==> src/hw/mbd_pkg.sv <==
package mbd_pkg;

  // ********************************************************************
  // register map, byte addresses on the wishbone slave
  // ********************************************************************
  localparam logic [7:0] OFS_CMD   = 8'h00;  // write launches an operation
  localparam logic [7:0] OFS_ACC   = 8'h04;  // accumulator
  localparam logic [7:0] OFS_FLAGS = 8'h08;  // status flags
  localparam logic [7:0] OFS_WDT   = 8'h0c;  // watchdog count and prescaler
  localparam logic [1:0] MEM_PAGE  = 2'h1;   // adr[7:6] selecting data memory at 0x40

  // ********************************************************************
  // field positions
  // ********************************************************************
  localparam int CMD_OP_LSB   = 0;   // opcode in bits 2:0
  localparam int CMD_ADR_LSB  = 8;   // memory address in bits 11:8
  localparam int FLG_ZERO     = 0;   // null-result flag
  localparam int FLG_OVF      = 1;   // overflow-bit flag
  localparam int FLG_HALF     = 2;   // half_carry_flag
  localparam int FLG_SLEEP    = 3;   // sleep_entered_flag, read only
  localparam int FLG_WDOG     = 4;   // watchdog_expired_flag, read only
  localparam int WDT_PRE_LSB  = 8;   // prescaler in bits 15:8 of the wdt word

  // ********************************************************************
  // sizes, reset values and counts
  // ********************************************************************
  localparam int         MEM_WORDS = 16;
  localparam logic [7:0] ACC_RST   = 8'h00;
  localparam logic [7:0] MEM_RST   = 8'h00;
  localparam logic [7:0] PRE_LAST  = 8'hff;  // prescaler divides by 256
  localparam logic [7:0] WDT_LAST  = 8'hff;  // timeout after 256 prescaler ticks
  localparam logic [3:0] NIB_MAX   = 4'h9;   // largest decimal digit
  localparam logic [3:0] NIB_FIX   = 4'h6;   // decimal correction per nibble

  // ********************************************************************
  // operations and power states
  // ********************************************************************
  typedef enum logic [2:0] {
    OP_NOP       = 3'b000,
    OP_INV_ACC   = 3'b001,  // invert_to_acc_op
    OP_BCD_ADJ   = 3'b010,  // bcd_adjust_op
    OP_MEM_DEC   = 3'b011,  // mem_minus_one_op
    OP_DEC_ACC   = 3'b100,  // minus_one_to_acc_op
    OP_SLEEP     = 3'b101,
    OP_MEM_INC   = 3'b110,
    OP_INC_ACC   = 3'b111   // plus_one_to_acc_op
  } mbd_op_t;

  typedef enum logic [0:0] {
    PWR_RUN   = 1'b0,
    PWR_SLEEP = 1'b1
  } mbd_pwr_t;

endpackage

==> src/hw/mbd_alu.sv <==
`timescale 1ns/1ps
module mbd_alu
  import mbd_pkg::*;
(
  // operation and operands
  input  wire mbd_op_t    op,
  input  wire logic [7:0] accIn,
  input  wire logic [7:0] memIn,
  input  wire logic       ovfIn,
  input  wire logic       halfIn,
  // results
  output logic [7:0]      result,
  output logic            accWe,
  output logic            memWe,
  output logic            zeroWe,
  output logic            ovfOut
);

  // ********************************************************************
  // decimal correction terms
  // ********************************************************************
  logic       loFix;
  logic       hiFix;
  logic [8:0] bcdSum;

  // both nibble tests look at the accumulator before any correction
  always_comb begin
    loFix  = (accIn[3:0] > NIB_MAX) || halfIn;
    hiFix  = (accIn[7:4] > NIB_MAX) || ovfIn;
    bcdSum = {1'b0, accIn} + {1'b0, (hiFix ? NIB_FIX : 4'h0), (loFix ? NIB_FIX : 4'h0)};
  end

  // ********************************************************************
  // result and destination select
  // ********************************************************************
  always_comb begin
    result = memIn;
    accWe  = 1'b0;
    memWe  = 1'b0;
    zeroWe = 1'b0;
    ovfOut = ovfIn;
    case (op)
      OP_INV_ACC: begin
        result = ~memIn;
        accWe  = 1'b1;
        zeroWe = 1'b1;
      end
      OP_BCD_ADJ: begin
        result = bcdSum[7:0];
        memWe  = 1'b1;
        ovfOut = hiFix | bcdSum[8];  // chains multi-byte decimal sums
      end
      OP_MEM_DEC: begin
        result = memIn - 8'h01;
        memWe  = 1'b1;
        zeroWe = 1'b1;
      end
      OP_DEC_ACC: begin
        result = memIn - 8'h01;
        accWe  = 1'b1;
        zeroWe = 1'b1;
      end
      OP_MEM_INC: begin
        result = memIn + 8'h01;
        memWe  = 1'b1;
        zeroWe = 1'b1;
      end
      OP_INC_ACC: begin
        result = memIn + 8'h01;
        accWe  = 1'b1;
        zeroWe = 1'b1;
      end
      default: begin
        result = memIn;
      end
    endcase
  end

endmodule

==> src/hw/mbd_core.sv <==
`timescale 1ns/1ps
module mbd_core
  import mbd_pkg::*;
(
  // clock and reset
  input  wire logic        ref_clk,
  input  wire logic        srst,
  // wishbone slave
  input  wire logic        wb_cyc_i,
  input  wire logic        wb_stb_i,
  input  wire logic        wb_we_i,
  input  wire logic [7:0]  wb_adr_i,
  input  wire logic [3:0]  wb_sel_i,
  input  wire logic [31:0] wb_dat_i,
  output logic             wb_ack_o,
  output logic [31:0]      wb_dat_o,
  // power control
  input  wire logic        wakePin,
  output logic             sysClkEn,
  output logic             sleepEntered,
  output logic             wdtExpired
);

  // ********************************************************************
  // state
  // ********************************************************************
  typedef struct packed {
    logic                          ack;
    logic [31:0]                   rdat;
    logic [7:0]                    acc;
    logic                          zero;
    logic                          ovf;
    logic                          half;
    logic                          sleep_entered_flag;
    logic                          tmo;
    mbd_pwr_t                      pwr;
    logic                          clkEn;
    logic [MEM_WORDS-1:0][7:0]     mem;
    logic [7:0]                    pre;
    logic [7:0]                    wdt;
    logic [11:0]                   lastCmd;
    logic                          wake1;
    logic                          wake2;
  } mbd_state_t;

  mbd_state_t s_q;
  mbd_state_t s_d;

  // ********************************************************************
  // decode of the current bus request
  // ********************************************************************
  logic       busReq;
  logic       wrLow;
  logic       execGo;
  logic       preTick;
  logic       wdtTimeout;
  mbd_op_t    curOp;
  logic [3:0] opAddr;
  logic [7:0] opByte;
  logic [7:0] aluRes;
  logic       aluAccWe;
  logic       aluMemWe;
  logic       aluZeroWe;
  logic       aluOvf;

  // one ack per request; the s_q.ack term keeps a held strobe from acking on two cycles in a row
  always_comb begin
    busReq     = wb_cyc_i & wb_stb_i & ~s_q.ack;
    wrLow      = busReq & wb_we_i & wb_sel_i[0];
    curOp      = mbd_op_t'(wb_dat_i[CMD_OP_LSB +: 3]);
    opAddr     = wb_dat_i[CMD_ADR_LSB +: 4];
    opByte     = s_q.mem[opAddr];
    execGo     = wrLow & (wb_adr_i == OFS_CMD) & (s_q.pwr == PWR_RUN);
    preTick    = (s_q.pre == PRE_LAST);
    wdtTimeout = preTick & (s_q.wdt == WDT_LAST);
  end

  // ********************************************************************
  // datapath
  // ********************************************************************
  mbd_alu u_alu (
    .op     (curOp),
    .accIn  (s_q.acc),
    .memIn  (opByte),
    .ovfIn  (s_q.ovf),
    .halfIn (s_q.half),
    .result (aluRes),
    .accWe  (aluAccWe),
    .memWe  (aluMemWe),
    .zeroWe (aluZeroWe),
    .ovfOut (aluOvf)
  );

  // ********************************************************************
  // next state
  // ********************************************************************
  always_comb begin
    s_d     = s_q;
    s_d.ack = 1'b0;
    // wake pin is asynchronous, so two flops before use
    s_d.wake1 = wakePin;
    s_d.wake2 = s_q.wake1;

    // watchdog keeps counting in sleep so that a timeout can wake the core
    s_d.pre = s_q.pre + 8'h01;
    if (preTick) begin
      s_d.wdt = s_q.wdt + 8'h01;
    end

    // register reads; unmapped addresses answer zero
    if (busReq) begin
      s_d.ack  = 1'b1;
      s_d.rdat = 32'h0000_0000;
      if (wb_adr_i[7:6] == MEM_PAGE) begin
        s_d.rdat[7:0] = s_q.mem[wb_adr_i[5:2]];
      end else begin
        case (wb_adr_i)
          OFS_CMD: begin
            s_d.rdat[11:0] = s_q.lastCmd;
          end
          OFS_ACC: begin
            s_d.rdat[7:0] = s_q.acc;
          end
          OFS_FLAGS: begin
            s_d.rdat[FLG_ZERO]  = s_q.zero;
            s_d.rdat[FLG_OVF]   = s_q.ovf;
            s_d.rdat[FLG_HALF]  = s_q.half;
            s_d.rdat[FLG_SLEEP] = s_q.sleep_entered_flag;
            s_d.rdat[FLG_WDOG]  = s_q.tmo;
          end
          OFS_WDT: begin
            s_d.rdat[7:0]                = s_q.wdt;
            s_d.rdat[WDT_PRE_LSB +: 8]   = s_q.pre;
          end
          default: begin
            s_d.rdat = 32'h0000_0000;
          end
        endcase
      end
    end

    // plain register writes through byte lane 0
    if (wrLow) begin
      if (wb_adr_i[7:6] == MEM_PAGE) begin
        s_d.mem[wb_adr_i[5:2]] = wb_dat_i[7:0];
      end else if (wb_adr_i == OFS_ACC) begin
        s_d.acc = wb_dat_i[7:0];
      end else if (wb_adr_i == OFS_FLAGS) begin
        s_d.zero = wb_dat_i[FLG_ZERO];
        s_d.ovf  = wb_dat_i[FLG_OVF];
        s_d.half = wb_dat_i[FLG_HALF];
      end
    end

    // operation launch; a halted core ignores command writes
    if (execGo) begin
      s_d.lastCmd = wb_dat_i[11:0];
      if (aluAccWe) begin
        s_d.acc = aluRes;
      end
      if (aluMemWe) begin
        s_d.mem[opAddr] = aluRes;
      end
      if (aluZeroWe) begin
        s_d.zero = (aluRes == 8'h00);
      end
      s_d.ovf = aluOvf;
      if (curOp == OP_SLEEP) begin
        s_d.pwr   = PWR_SLEEP;
        s_d.clkEn = 1'b0;
        s_d.pre   = 8'h00;
        s_d.wdt   = 8'h00;
        s_d.sleep_entered_flag   = 1'b1;
        s_d.tmo   = 1'b0;
      end
    end

    // sleep clears the watchdog on the same edge, so its clear beats a timeout
    if (wdtTimeout && !(execGo && curOp == OP_SLEEP)) begin
      s_d.tmo = 1'b1;
    end

    // wake on pin or watchdog; pdf stays set so software sees why
    if (s_q.pwr == PWR_SLEEP && (s_q.wake2 || wdtTimeout)) begin
      s_d.pwr   = PWR_RUN;
      s_d.clkEn = 1'b1;
    end
  end

  // ********************************************************************
  // registers
  // ********************************************************************
  always_ff @(posedge ref_clk) begin
    if (srst) begin
      s_q         <= '0;
      s_q.acc     <= ACC_RST;
      s_q.mem     <= {MEM_WORDS{MEM_RST}};
      s_q.pwr     <= PWR_RUN;
      s_q.clkEn   <= 1'b1;
    end else begin
      s_q <= s_d;
    end
  end

  // outputs come straight from flops
  assign wb_ack_o     = s_q.ack;
  assign wb_dat_o     = s_q.rdat;
  assign sysClkEn     = s_q.clkEn;
  assign sleepEntered = s_q.sleep_entered_flag;
  assign wdtExpired   = s_q.tmo;

  logic       bcdLo;
  logic       bcdHi;
  logic [8:0] bcdRef;
  logic [7:0] bcdByte;
  logic [3:0] loNib;
  logic [3:0] hiNib;
  logic       ovfRef;
  logic       zeroRef;
  logic       cmdWhileAsleep;

  // independent reference for the decimal correction
  always_comb begin
    bcdLo  = (s_q.acc[3:0] > NIB_MAX) || s_q.half;
    bcdHi  = (s_q.acc[7:4] > NIB_MAX) || s_q.ovf;
    bcdRef = {1'b0, s_q.acc} + (bcdLo ? 9'h006 : 9'h000) + (bcdHi ? 9'h060 : 9'h000);
    bcdByte = bcdRef[7:0];
    loNib   = s_q.acc[3:0] + (bcdLo ? NIB_FIX : 4'h0);
    hiNib   = s_q.acc[7:4] + (bcdHi ? NIB_FIX : 4'h0);
    ovfRef  = bcdHi | bcdRef[8];
  end

  // zero flag worked out from the operand, so a broken alu result shows
  always_comb begin
    zeroRef = s_q.zero;
    case (curOp)
      OP_INV_ACC: begin
        zeroRef = (opByte == 8'hff);
      end
      OP_MEM_DEC, OP_DEC_ACC: begin
        zeroRef = (opByte == 8'h01);
      end
      OP_MEM_INC, OP_INC_ACC: begin
        zeroRef = (opByte == 8'hff);
      end
      default: begin
        zeroRef = s_q.zero;
      end
    endcase
  end

  // a command write that a sleeping core must ignore
  assign cmdWhileAsleep = wrLow & (wb_adr_i == OFS_CMD) & (s_q.pwr == PWR_SLEEP);
endmodule

==> config.mk <==
export PLATFORM = sky130hd
export DESIGN_NAME = mbd_core
export DESIGN_NICKNAME = d
export VERILOG_FILES = /design/src/hw/mbd_pkg.sv /design/src/hw/mbd_alu.sv /design/src/hw/mbd_core.sv
export SDC_FILE = /design/constraint.sdc
export NUM_CORES = 1
export LEC_CHECK = 0
export BUFFER_PORTS_ARGS = -buffer_cell sky130_fd_sc_hd__buf_4
export CORE_ASPECT_RATIO = 1.25
export CORE_MARGIN = 10
export CORE_UTILIZATION = 35
export DETAILED_ROUTE_END_ITERATION = 10
export HOLD_SLACK_MARGIN = 0.1
export PLACE_DENSITY = 0.57
export SLEW_MARGIN = 25
export SYNTH_ARGS = -nofsm -noshare
export SYNTH_HDL_FRONTEND = slang
export SYNTH_SLANG_ARGS = --single-unit
==> constraint.sdc <==
create_clock -name ref_clk -period 8.1 [get_ports ref_clk]
set_clock_uncertainty 0.15 [all_clocks]
set_input_delay 0.405 -clock ref_clk [delete_from_list [all_inputs] [get_ports ref_clk]]
set_output_delay 0.405 -clock ref_clk [all_outputs]
set_load 0.01 [all_outputs]
* After elaboration in Yosys (flattened, before gate mapping)
Index checks and enable logic that the tools add are counted.
Operators by class: add/sub/neg operators 5, magnitude comparators 6, equality and inequality tests 16, muxes and demuxes 40, bitwise operators 13, reductions and logical operators 25
Operators by type and width (count):
- 128-bit 2-to-1 mux | 3
- 128-bit bitwise mux | 2
- 159-bit 2-to-1 mux | 1
- 8-bit 2-to-1 mux | 9
- 8-bit binary-select mux with 4-bit select | 2
- 8-bit demux with 4-bit select | 2
- 33-bit 2-to-1 mux | 1
- 8-bit case mux with 4 select lines | 1
- 8-bit by 1-bit adder with 8-bit output (second input constant) | 3
- 11-bit 2-to-1 mux | 2
- 5-bit case mux with 4 select lines | 1
- 8-bit by 4-bit equality test with 1-bit output (second input constant) | 2
- 8-bit equality test (second input constant) | 2
- 8-bit logical NOT | 2
- 16-bit 2-to-1 mux | 1
- 3-bit 2-to-1 mux | 5
- 3-bit equality test (second input constant) | 4
- 4-bit by 5-bit < comparator with 1-bit output (second input constant) | 2
- 10-bit 2-to-1 mux | 1
- 8-bit by 8-bit adder with 9-bit output | 1
- 3-bit case mux with 3 select lines | 1
- 8-bit by 3-bit equality test with 1-bit output (second input constant) | 1
- 4-bit by 1-bit greater-or-equal comparator with 1-bit output (second input constant) | 2
- 4-bit greater-than comparator (second input constant) | 2
- 23 further kinds | 52
Storage, ports and cells: bits in registers 206, output and inout bits 36

* Longest topological paths before layout
Gate-level depths: netlist of the first run.
word-level depth 11, mapped depth 17, gate-level depth less buffers 14

* By module
A second synthesis of the first run with hierarchy kept.
Unflattened totals: cell total of the unflattened synthesis 1303, area, all modules 12042.8 um2
Modules (own cells, without submodules):
- mbd_core | times used 1, cells an instance 1151, area an instance 11030.6 um2, seq. area each 3803.6 um2
- mbd_alu | times used 1, cells an instance 152, area an instance 1012.2 um2, seq. area each 0.0 um2

* Worst setup path after synthesis of the first run
Ideal clock, no wire load.
path type input-to-reg, from in wb_dat_i[9], to reg s_q[37] (netlist name), library setup time 0.134 ns, arrival 3.758 ns, required time 7.816 ns, setup slack 4.058 ns, cell stages on the path 14, path buffers 3, path through buf_6 -> buf_8 -> mux4_2 -> mux4_2 -> ha_1 -> a21oi_1 -> nor2b_1 -> o21ai_0 -> nand2_1 -> a211oi_1 -> xnor2_1 -> a221oi_2 -> buf_4 -> a211oi_1
Between the ends: word-level cells in the longest chain between the ends 7, elaborated cells on any way between the ends 14
RTL lines:
- from (decl) | line mbd_core.sv:14 | input wire logic [31:0] wb_dat_i,
- 8-bit binary-select mux with 4-bit select (tied with other cells) | line mbd_core.sv:72 | opByte = s_q.mem[opAddr];
- 8-bit 2-to-1 mux (implied by the code) or 1-bit logical AND (tied branches) | line mbd_core.sv:72, mbd_core.sv:162
- 8-bit by 1-bit adder with 8-bit output (tied with other cells) | line mbd_alu.sv:64, mbd_alu.sv:69
- 8-bit case mux with 4 select lines or 8-bit demux with 4-bit select (tied branches) | line mbd_alu.sv:42, mbd_core.sv:162
- 128-bit bitwise mux * | line mbd_core.sv:162 | s_d.mem[opAddr] = aluRes;
- 128-bit 2-to-1 mux * | line mbd_core.sv:161 | if (aluMemWe) begin
- 159-bit 2-to-1 mux * | line mbd_core.sv:156 | if (execGo) begin
- to (decl) | line mbd_core.sv:46 | mbd_state_t s_q;
Mark *: on every way between the ends. The rest lies on a longest branch, timed or not. The select of a mux whose other input is x is not followed. A chain may end at the register's enable or synchronous reset.

* Final worst setup path of the first run
from in wb_dat_i[9], to reg s_q[101] (netlist name)
The elaborated chain is that of the path after synthesis.

==> results of run 1 <==
## power by group through the flow
stage / Clock (uW) / Combinational (uW) / Sequential [uW]
after global routing: 890 / 232 / 942
after CTS: 860 / 213 / 941
after global placement: 0 / 212 / 963
after detailed placement: 0 / 213 / 964
final: 845 / 216 / 941
after floorplan: 0 / 161 / 962
## layer usage
metal | share of wire | track usage
met1 | 0.43 | 0.229
met2 | 0.49 | 0.300
met3 | 0.062 | 0.0301
met4 | 0.018 | 0.0505
met5 | 0 | 0
## registers in the layout, summed over array words and instances (netlist names)
name / count
wb_dat_o: 16
wb_ack_o: 1
sysClkEn: 1
sleepEntered: 1
s_q: 169
s_d: 1
wdtExpired: 1
## path summary, 6_finish.rpt
path / startpoint / endpoint / slack [ns] / cells past startpoint
setup / recovery: wb_dat_i[9] / s_q[101] / 3.64 / 13
hold / removal: wb_dat_i[5] / s_q[7] / 0.21 / 3
setup reg to reg: s_q[154] / s_q[101] / 3.99 / 12
hold reg to reg: s_d[0] / s_q[0] / 0.30 / 1
## Yosys cell counts (5+ instances only)
cell type / n / area (sq um)
or2_2: 7 / 43.8
nand2_1: 63 / 236
a21oi_1: 30 / 150
nor3_1: 17 / 85.1
inv_1: 9 / 33.8
and3_1: 6 / 37.5
buf_2: 26 / 130
mux2_2: 18 / 203
mux4_2: 77 / 1730
xor2_1: 10 / 87.6
or3_1: 5 / 31.3
nand2b_1: 13 / 81.3
buf_1: 11 / 41.3
nor2_1: 93 / 349
nand3_1: 20 / 100
nor3b_1: 7 / 52.6
a211oi_1: 248 / 1860
clkbuf_1: 80 / 300
buf_4: 36 / 270
a22oi_1: 9 / 67.6
xnor2_1: 12 / 105
o21ai_0: 15 / 75.1
mux2i_1: 34 / 340
dfxtp_1: 190 / 3800
ha_1: 12 / 150
a221oi_1: 11 / 96.3
nor2b_1: 125 / 782
nor2_2: 12 / 75.1
## final cells by class
class / count / area (sq um) / share of cell area
Multi-Input combinational cell: 931 / 7480 / 0.578
Sequential cell: 190 / 3800 / 0.294
Tap cell: 423 / 529 / 0.0409
Timing Repair Buffer: 69 / 524 / 0.0405
Clock buffer: 19 / 443 / 0.0342
Clock inverter: 13 / 128 / 0.00985
Inverter: 11 / 41.3 / 0.00319
## per-stage QoR
step | area [sq um] | hold slack (ns) | utilization | total power [uW]
3_3_place_gp | 12400 | 0.284 | 0.366 | 1180
2_1_floorplan | 12100 | 0.264 | - | 1120
5_1_grt | 13000 | 0.192 | 0.383 | 2060
4_1_cts | 12900 | 0.181 | 0.383 | 2010
3_5_place_dp | 12400 | 0.287 | 0.366 | 1180
6_report | 13000 | 0.206 | 0.383 | 2000
## critical path, delay by kind of cell
kind	cells	cell delay, ns
multiplexers	2	1.18
XOR/XNOR	1	0.23
AO/OA/AOI/OAI	5	1.29
AND/OR/NAND/NOR	2	0.17
buffers and inverters	2	0.86
adder cells (fa/ha/maj)	1	0.41
## kinds of logic after synthesis
group / after synthesis / synth area share
other: 1 / 0.000312
buffers and inverters: 167 / 0.0683
adders and majority gates: 14 / 0.0158
and+or+nand+nor: 397 / 0.177
xor gates and xnor gates: 22 / 0.0160
DFF: 190 / 0.317
AOI/OAI and AO/OA: 353 / 0.216
muxes: 129 / 0.189
## repair_timing
item / CTS / global route
endpoints found under the setup margin: 0 / 0
hold buffers: 1 / 0
hold endpoints to repair: 1 / 0
==> impl_metrics.csv, run 1 <==
group,metric,value,unit
worst_setup_path,endpoint_kind,"register",
floorplanning,start_util,0.356,
pwr,clkPwrFrac,0.422,
synth,ys_seq_area_frac,0.317,
pwr,p_switching,562,uW
clocking,clock-sinks,190,
timing,finalCritPeriodShare,0.551,
worst_setup_path,cp_slowest_cell,"mux4_2",
synth,synth_warnings,0,
timing,slew_headroom,0.335,
pwr,seqPwrFrac,0.470,
route,wirelength,37.8,mm
pwr,p_sw_frac,0.281,
worst_setup_path,cp.required,8.22,ns
floorplanning,io_pins,86,
final_layout,layout_common_cells,"a211oi_1, dfxtp_1, nor2b_1",
route,vias,10062,
global_route,first_global_vias,9437,
placed_design,dp_cells,1623,
global_route,grt_pass1_wl,58.4,mm
final_layout,drive_gt1_frac,0.185,
route,wl_per_cell,22.8,um
timing,setup_tns,0,ns
pwr,max-vdd-ir-drop,0.130,mV
placed_design,dp_slack,3.21,ns
worst_setup_path,crit_path_start_kind,"input pin",
worst_setup_path,cp_data_arrival_time,4.59,ns
synth,syn_area_per_cell,9.44,sq um
placed_design,io_buffers,46,
final_layout,nFillCells,3355,
floorplanning,die_area,42200,sq um
global_route,antenna_found_initial,0,
synth,synth_edf_count,0,
pwr,p_int,1440,uW
timing,tightest_slew,0.992,ns
worst_setup_path,max_stage_delay,0.64,ns
timing,final_hold_viol_count,0,
final_layout,n_antenna_cell,0,
final_layout,area_growth,7.78,%
placed_design,hpwl,25.6,mm
route,drtIter0Drc,1017,
clocking,cts.clk_slew.worst_paths,0.07,ns
synth,ys.flop_type,"dfxtp_1",
global_route,grt_use_total,0.178,
floorplanning,core,33800,sq um
floorplanning,die_h,227,um
floorplanning,die_x,186,um
route,drtPass1Iterations,5,
floorplanning,num_rows,75,
clocking,cts.htree.levels,4,
final_layout,nets,1284,
route,ant_nets,0,
worst_setup_path,critical_path_class,"in2reg",
timing,layout_setup_ws,3.64,ns
route,drcViolationCount,0,
synth,synth.distinct_cells,70,
worst_setup_path,critPathMaxFanout,41,
clocking,ctsRootBufferMaster,"clkbuf_16",
global_route,grt_overflow_total,0,
pwr,leakage,0.00437,uW
status,outcome,"finished, final reports clean",
timing,setup_violations,0,
pwr,power_density,155,nW/um^2
final_layout,final_common_cell,"a211oi_1",
final_layout,stdcell_count,1656,
timing,finalMaxSlewViolations,0,
synth,synthCells,1273,
pwr,combPwrFrac,0.108,
timing,period_needed,4.46,ns
clocking,cts_buffers,17,
clocking,clockBufferDepth,2,
hold_path,hold_class,"in2reg",
clocking,clk_latency,0.44,ns
timing,rsz0062_at_grt,"false",
synth,ys_ff_latch,190,
timing,clock.fmax,0.224,GHz
clocking,tritoncts,"built",
synth,async_flop_share,0,
placed_design,place.gp.congestion,0.868,
synth,syn_area,12000,sq um
clocking,post_cts_buffers,0,
route,vias_per_cell,6.08,
job,cap_violations,0,
worst_setup_path,crit_chain,"buf_4, mux4_2, mux4_2, ha_1, a21oi_1, nor2b_1, o21ai_0, nand2_1, a211oi_1, xnor2_1, a221oi_2, buf_4, a211oi_1",
clocking,cts.repair.resized,0,
global_route,grt_max_degree,94,
Power figures use the tool's default switching activity.
==> run 2: changes to the inputs <==
ABC_AREA = 1   (was default)
clock period = 4.7 ns   (was 8.1 ns; I/O delays follow)
==> impl_metrics.csv, run 2 <==
group,metric,value,unit
worst_setup_path,crit_path_start_kind,"input pin",
clocking,ctsRootBufferMaster,"clkbuf_16",
timing,clock.fmax,0.271,GHz
timing,setup_tns,0,ns
timing,rsz0062_at_grt,"false",
synth,synth_warnings,0,
global_route,grt_overflow_total,0,
synth,post-synth-top-area-fraction,0.317,
timing,finalCritPeriodShare,0.784,
final_layout,largest_register_ffs,169,
final_layout,largest-register,"s_q",
floorplanning,die_area,42200,sq um
route,vias_per_cell,5.77,
placed_design,place.gp.congestion,0.950,
worst_setup_path,timing.rr.start,"wb_ack_o",
job,cap_violations,0,
worst_setup_path,cp.required,4.91,ns
status,outcome,"finished, final reports clean",
worst_setup_path,ff2ff_path_depth,10,
hold_path,hold_depth,4,
final_layout,final_common_cell,"nand2_1",
synth,synthCells,1708,
clocking,clk_latency,0.46,ns
floorplanning,die_x,186,um
synth,synth_area_leaders,"dfxtp_1, nand2_1, a211oi_1",
pwr,power_density,277,nW/um^2
placed_design,dp_slack,0.840,ns
timing,layout_setup_ws,1.01,ns
final_layout,drive_gt1_frac,0.113,
final_layout,nets,1748,
final_layout,stdcell_count,2120,
global_route,antenna_found_initial,0,
final_layout,n_antenna_cell,0,
worst_setup_path,critical_path_class,"in2reg",
synth,syn_area_per_cell,7.04,sq um
worst_setup_path,r2r_end,"s_q[33]",
floorplanning,core,33800,sq um
timing,period_needed,3.69,ns
placed_design,io_buffers,46,
global_route,grt_use_total,0.211,
placed_design,dp_cells,2077,
final_layout,area_growth,8.51,%
synth,ys_ff_latch,190,
placed_design,hpwl,31.1,mm
clocking,cts.repair.resized,0,
worst_setup_path,critPathMaxFanout,18,
clocking,tritoncts,"built",
hold_path,hold_end,"wb_dat_o[6]",
clocking,post_cts_buffers,0,
route,ant_nets,0,
route,wl_per_cell,21.2,um
synth,syn_area,12000,sq um
clocking,cts.htree.levels,4,
worst_setup_path,endpoint_kind,"register",
timing,setup_violations,0,
synth,async_flop_share,0,
clocking,clock-sinks,190,
global_route,grt_max_degree,65,
pwr,max-vdd-ir-drop,0.188,mV
synth,synth_edf_count,0,
timing,slew_headroom,0.372,
clocking,cts_hold_buf,11,
hold_path,hold_class,"in2reg",
route,drcViolationCount,0,
pwr,leakage,0.00545,uW
synth,synth_most_common_cell,"nand2_1",
synth,ys.flop_type,"dfxtp_1",
worst_setup_path,cp_data_arrival_time,3.89,ns
final_layout,finish.utilization,0.386,
synth,synth.distinct_cells,59,
route,vias,12242,
final_layout,nFillCells,3572,
pwr,power,3620,uW
timing,final_hold_viol_count,0,
synth,synth_top_cell_by_area,"dfxtp_1",
synth,synth_common_cells,"nand2_1, nor2_1, dfxtp_1",
global_route,grt_pass1_wl,68.5,mm
route,drtPass1Iterations,6,
clocking,cts_buffers,17,
floorplanning,die_h,227,um
worst_setup_path,r2r_slack,1.22,ns
synth,ys_seq_area_frac,0.317,
route,wirelength,44.8,mm
floorplanning,num_rows,75,
floorplanning,start_util,0.356,
final_layout,layout_common_cells,"nand2_1, dfxtp_1, nor2_1",
timing,finalMaxSlewViolations,0,
clocking,cts.clk_slew.worst_paths,0.08,ns
route,drtIter0Drc,1248,
global_route,first_global_vias,11537,
clocking,clockBufferDepth,2,
floorplanning,io_pins,86,
timing,tightest_slew,0.935,ns
hold_path,hp-start,"wb_stb_i",
[run 2: cell types whose count changed in the layout (fill, tap and decap cells not counted), moves of 28 or more]
| cell | delta |
|---|---|
| inv_2 | +28 |
| nand3_1 | +54 |
| nor2b_1 | -125 |
| nor2_1 | +98 |
| o21ai_0 | +33 |
| a211oi_1 | -72 |
| mux4_2 | -77 |
| nand2_1 | +331 |
| a22oi_1 | +57 |
| a21oi_1 | +31 |
| inv_1 | +118 |
[run 2: worst max-delay path by stage]
stage                start        to  slack [ns]  depth (start not counted)
6_report       wb_dat_i[2]  s_q[125]        1.01                         19
3_3_place_gp   wb_dat_i[9]  s_q[124]        0.83                         20
2_1_floorplan  wb_dat_i[8]  s_q[100]        1.93                         20
3_5_place_dp   wb_dat_i[9]  s_q[100]        0.84                         20
4_1_cts        wb_dat_i[2]  s_q[125]        1.05                         19
5_1_grt        wb_dat_i[2]   s_q[61]        0.70                         20
[run 2: cells by family (layout without fill, tap and decap cells)]
kind of cell | count (synthesis) | in the layout | share of synthesized area
buffers and inverters | 297 | 271 | 0.119
muxes | 7 | 7 | 0.00583
adders and majority gates | 14 | 14 | 0.0158
and+or+nand+nor | 727 | 727 | 0.258
other | 1 | 16 | 0.000312
DFF | 190 | 190 | 0.317
AOI/OAI and AO/OA | 463 | 463 | 0.278
xor gates and xnor gates | 9 | 9 | 0.00656
[run 2: cell type report]
type | instances | area (sq um) | share of cell area
clock buffers | 17 | 425 | 0.0326
clock inverters | 15 | 211 | 0.0162
inverters | 160 | 602 | 0.0462
multi-input cells | 1236 | 6850 | 0.525
flip-flops and latches | 190 | 3800 | 0.292
well taps | 423 | 529 | 0.0406
repair buffers | 79 | 621 | 0.0476
[run 2: worst max-delay path, cell delays in order]
cell and delay (ns):
dlygate4sd3_1 0.53, buf_4 0.18, inv_2 0.26, nor2_1 0.27, inv_1 0.06, o21ai_1 0.25, inv_1 0.22, ha_1 0.39
a21o_1 0.19, a21oi_1 0.13, nor2_1 0.05, nor2_1 0.12, nand3_1 0.09, nand3_1 0.13, nand2_1 0.11, nand2_2 0.38
nand2_1 0.11, nand3_1 0.09, inv_1 0.06
[run 2: stage by stage]
step                cell area (sq um)  hold WS (ns)
floorplan                       12100         0.192
finish                          13000         0.119
global placement                12300         0.288
detailed placement              12300         0.290
global route                    13000         0.135
CTS                             13000         0.110
[run 2: power by group]
group	switching [uW]	leakage, uW	internal [uW]
logic	306	0.00361	81.5
clock network	780	0.000313	827
registers	5.64	0.00153	1620
total	1090	0.00545	2530
[run 2: layer usage]
layer / routed length [um] / GRT usage / share of wire
met4: 2120 / 0.106 / 0.047
met5: 0 / 0 / 0
met1: 18600 / 0.262 / 0.42
met2: 20900 / 0.345 / 0.47
met3: 3220 / 0.0338 / 0.072
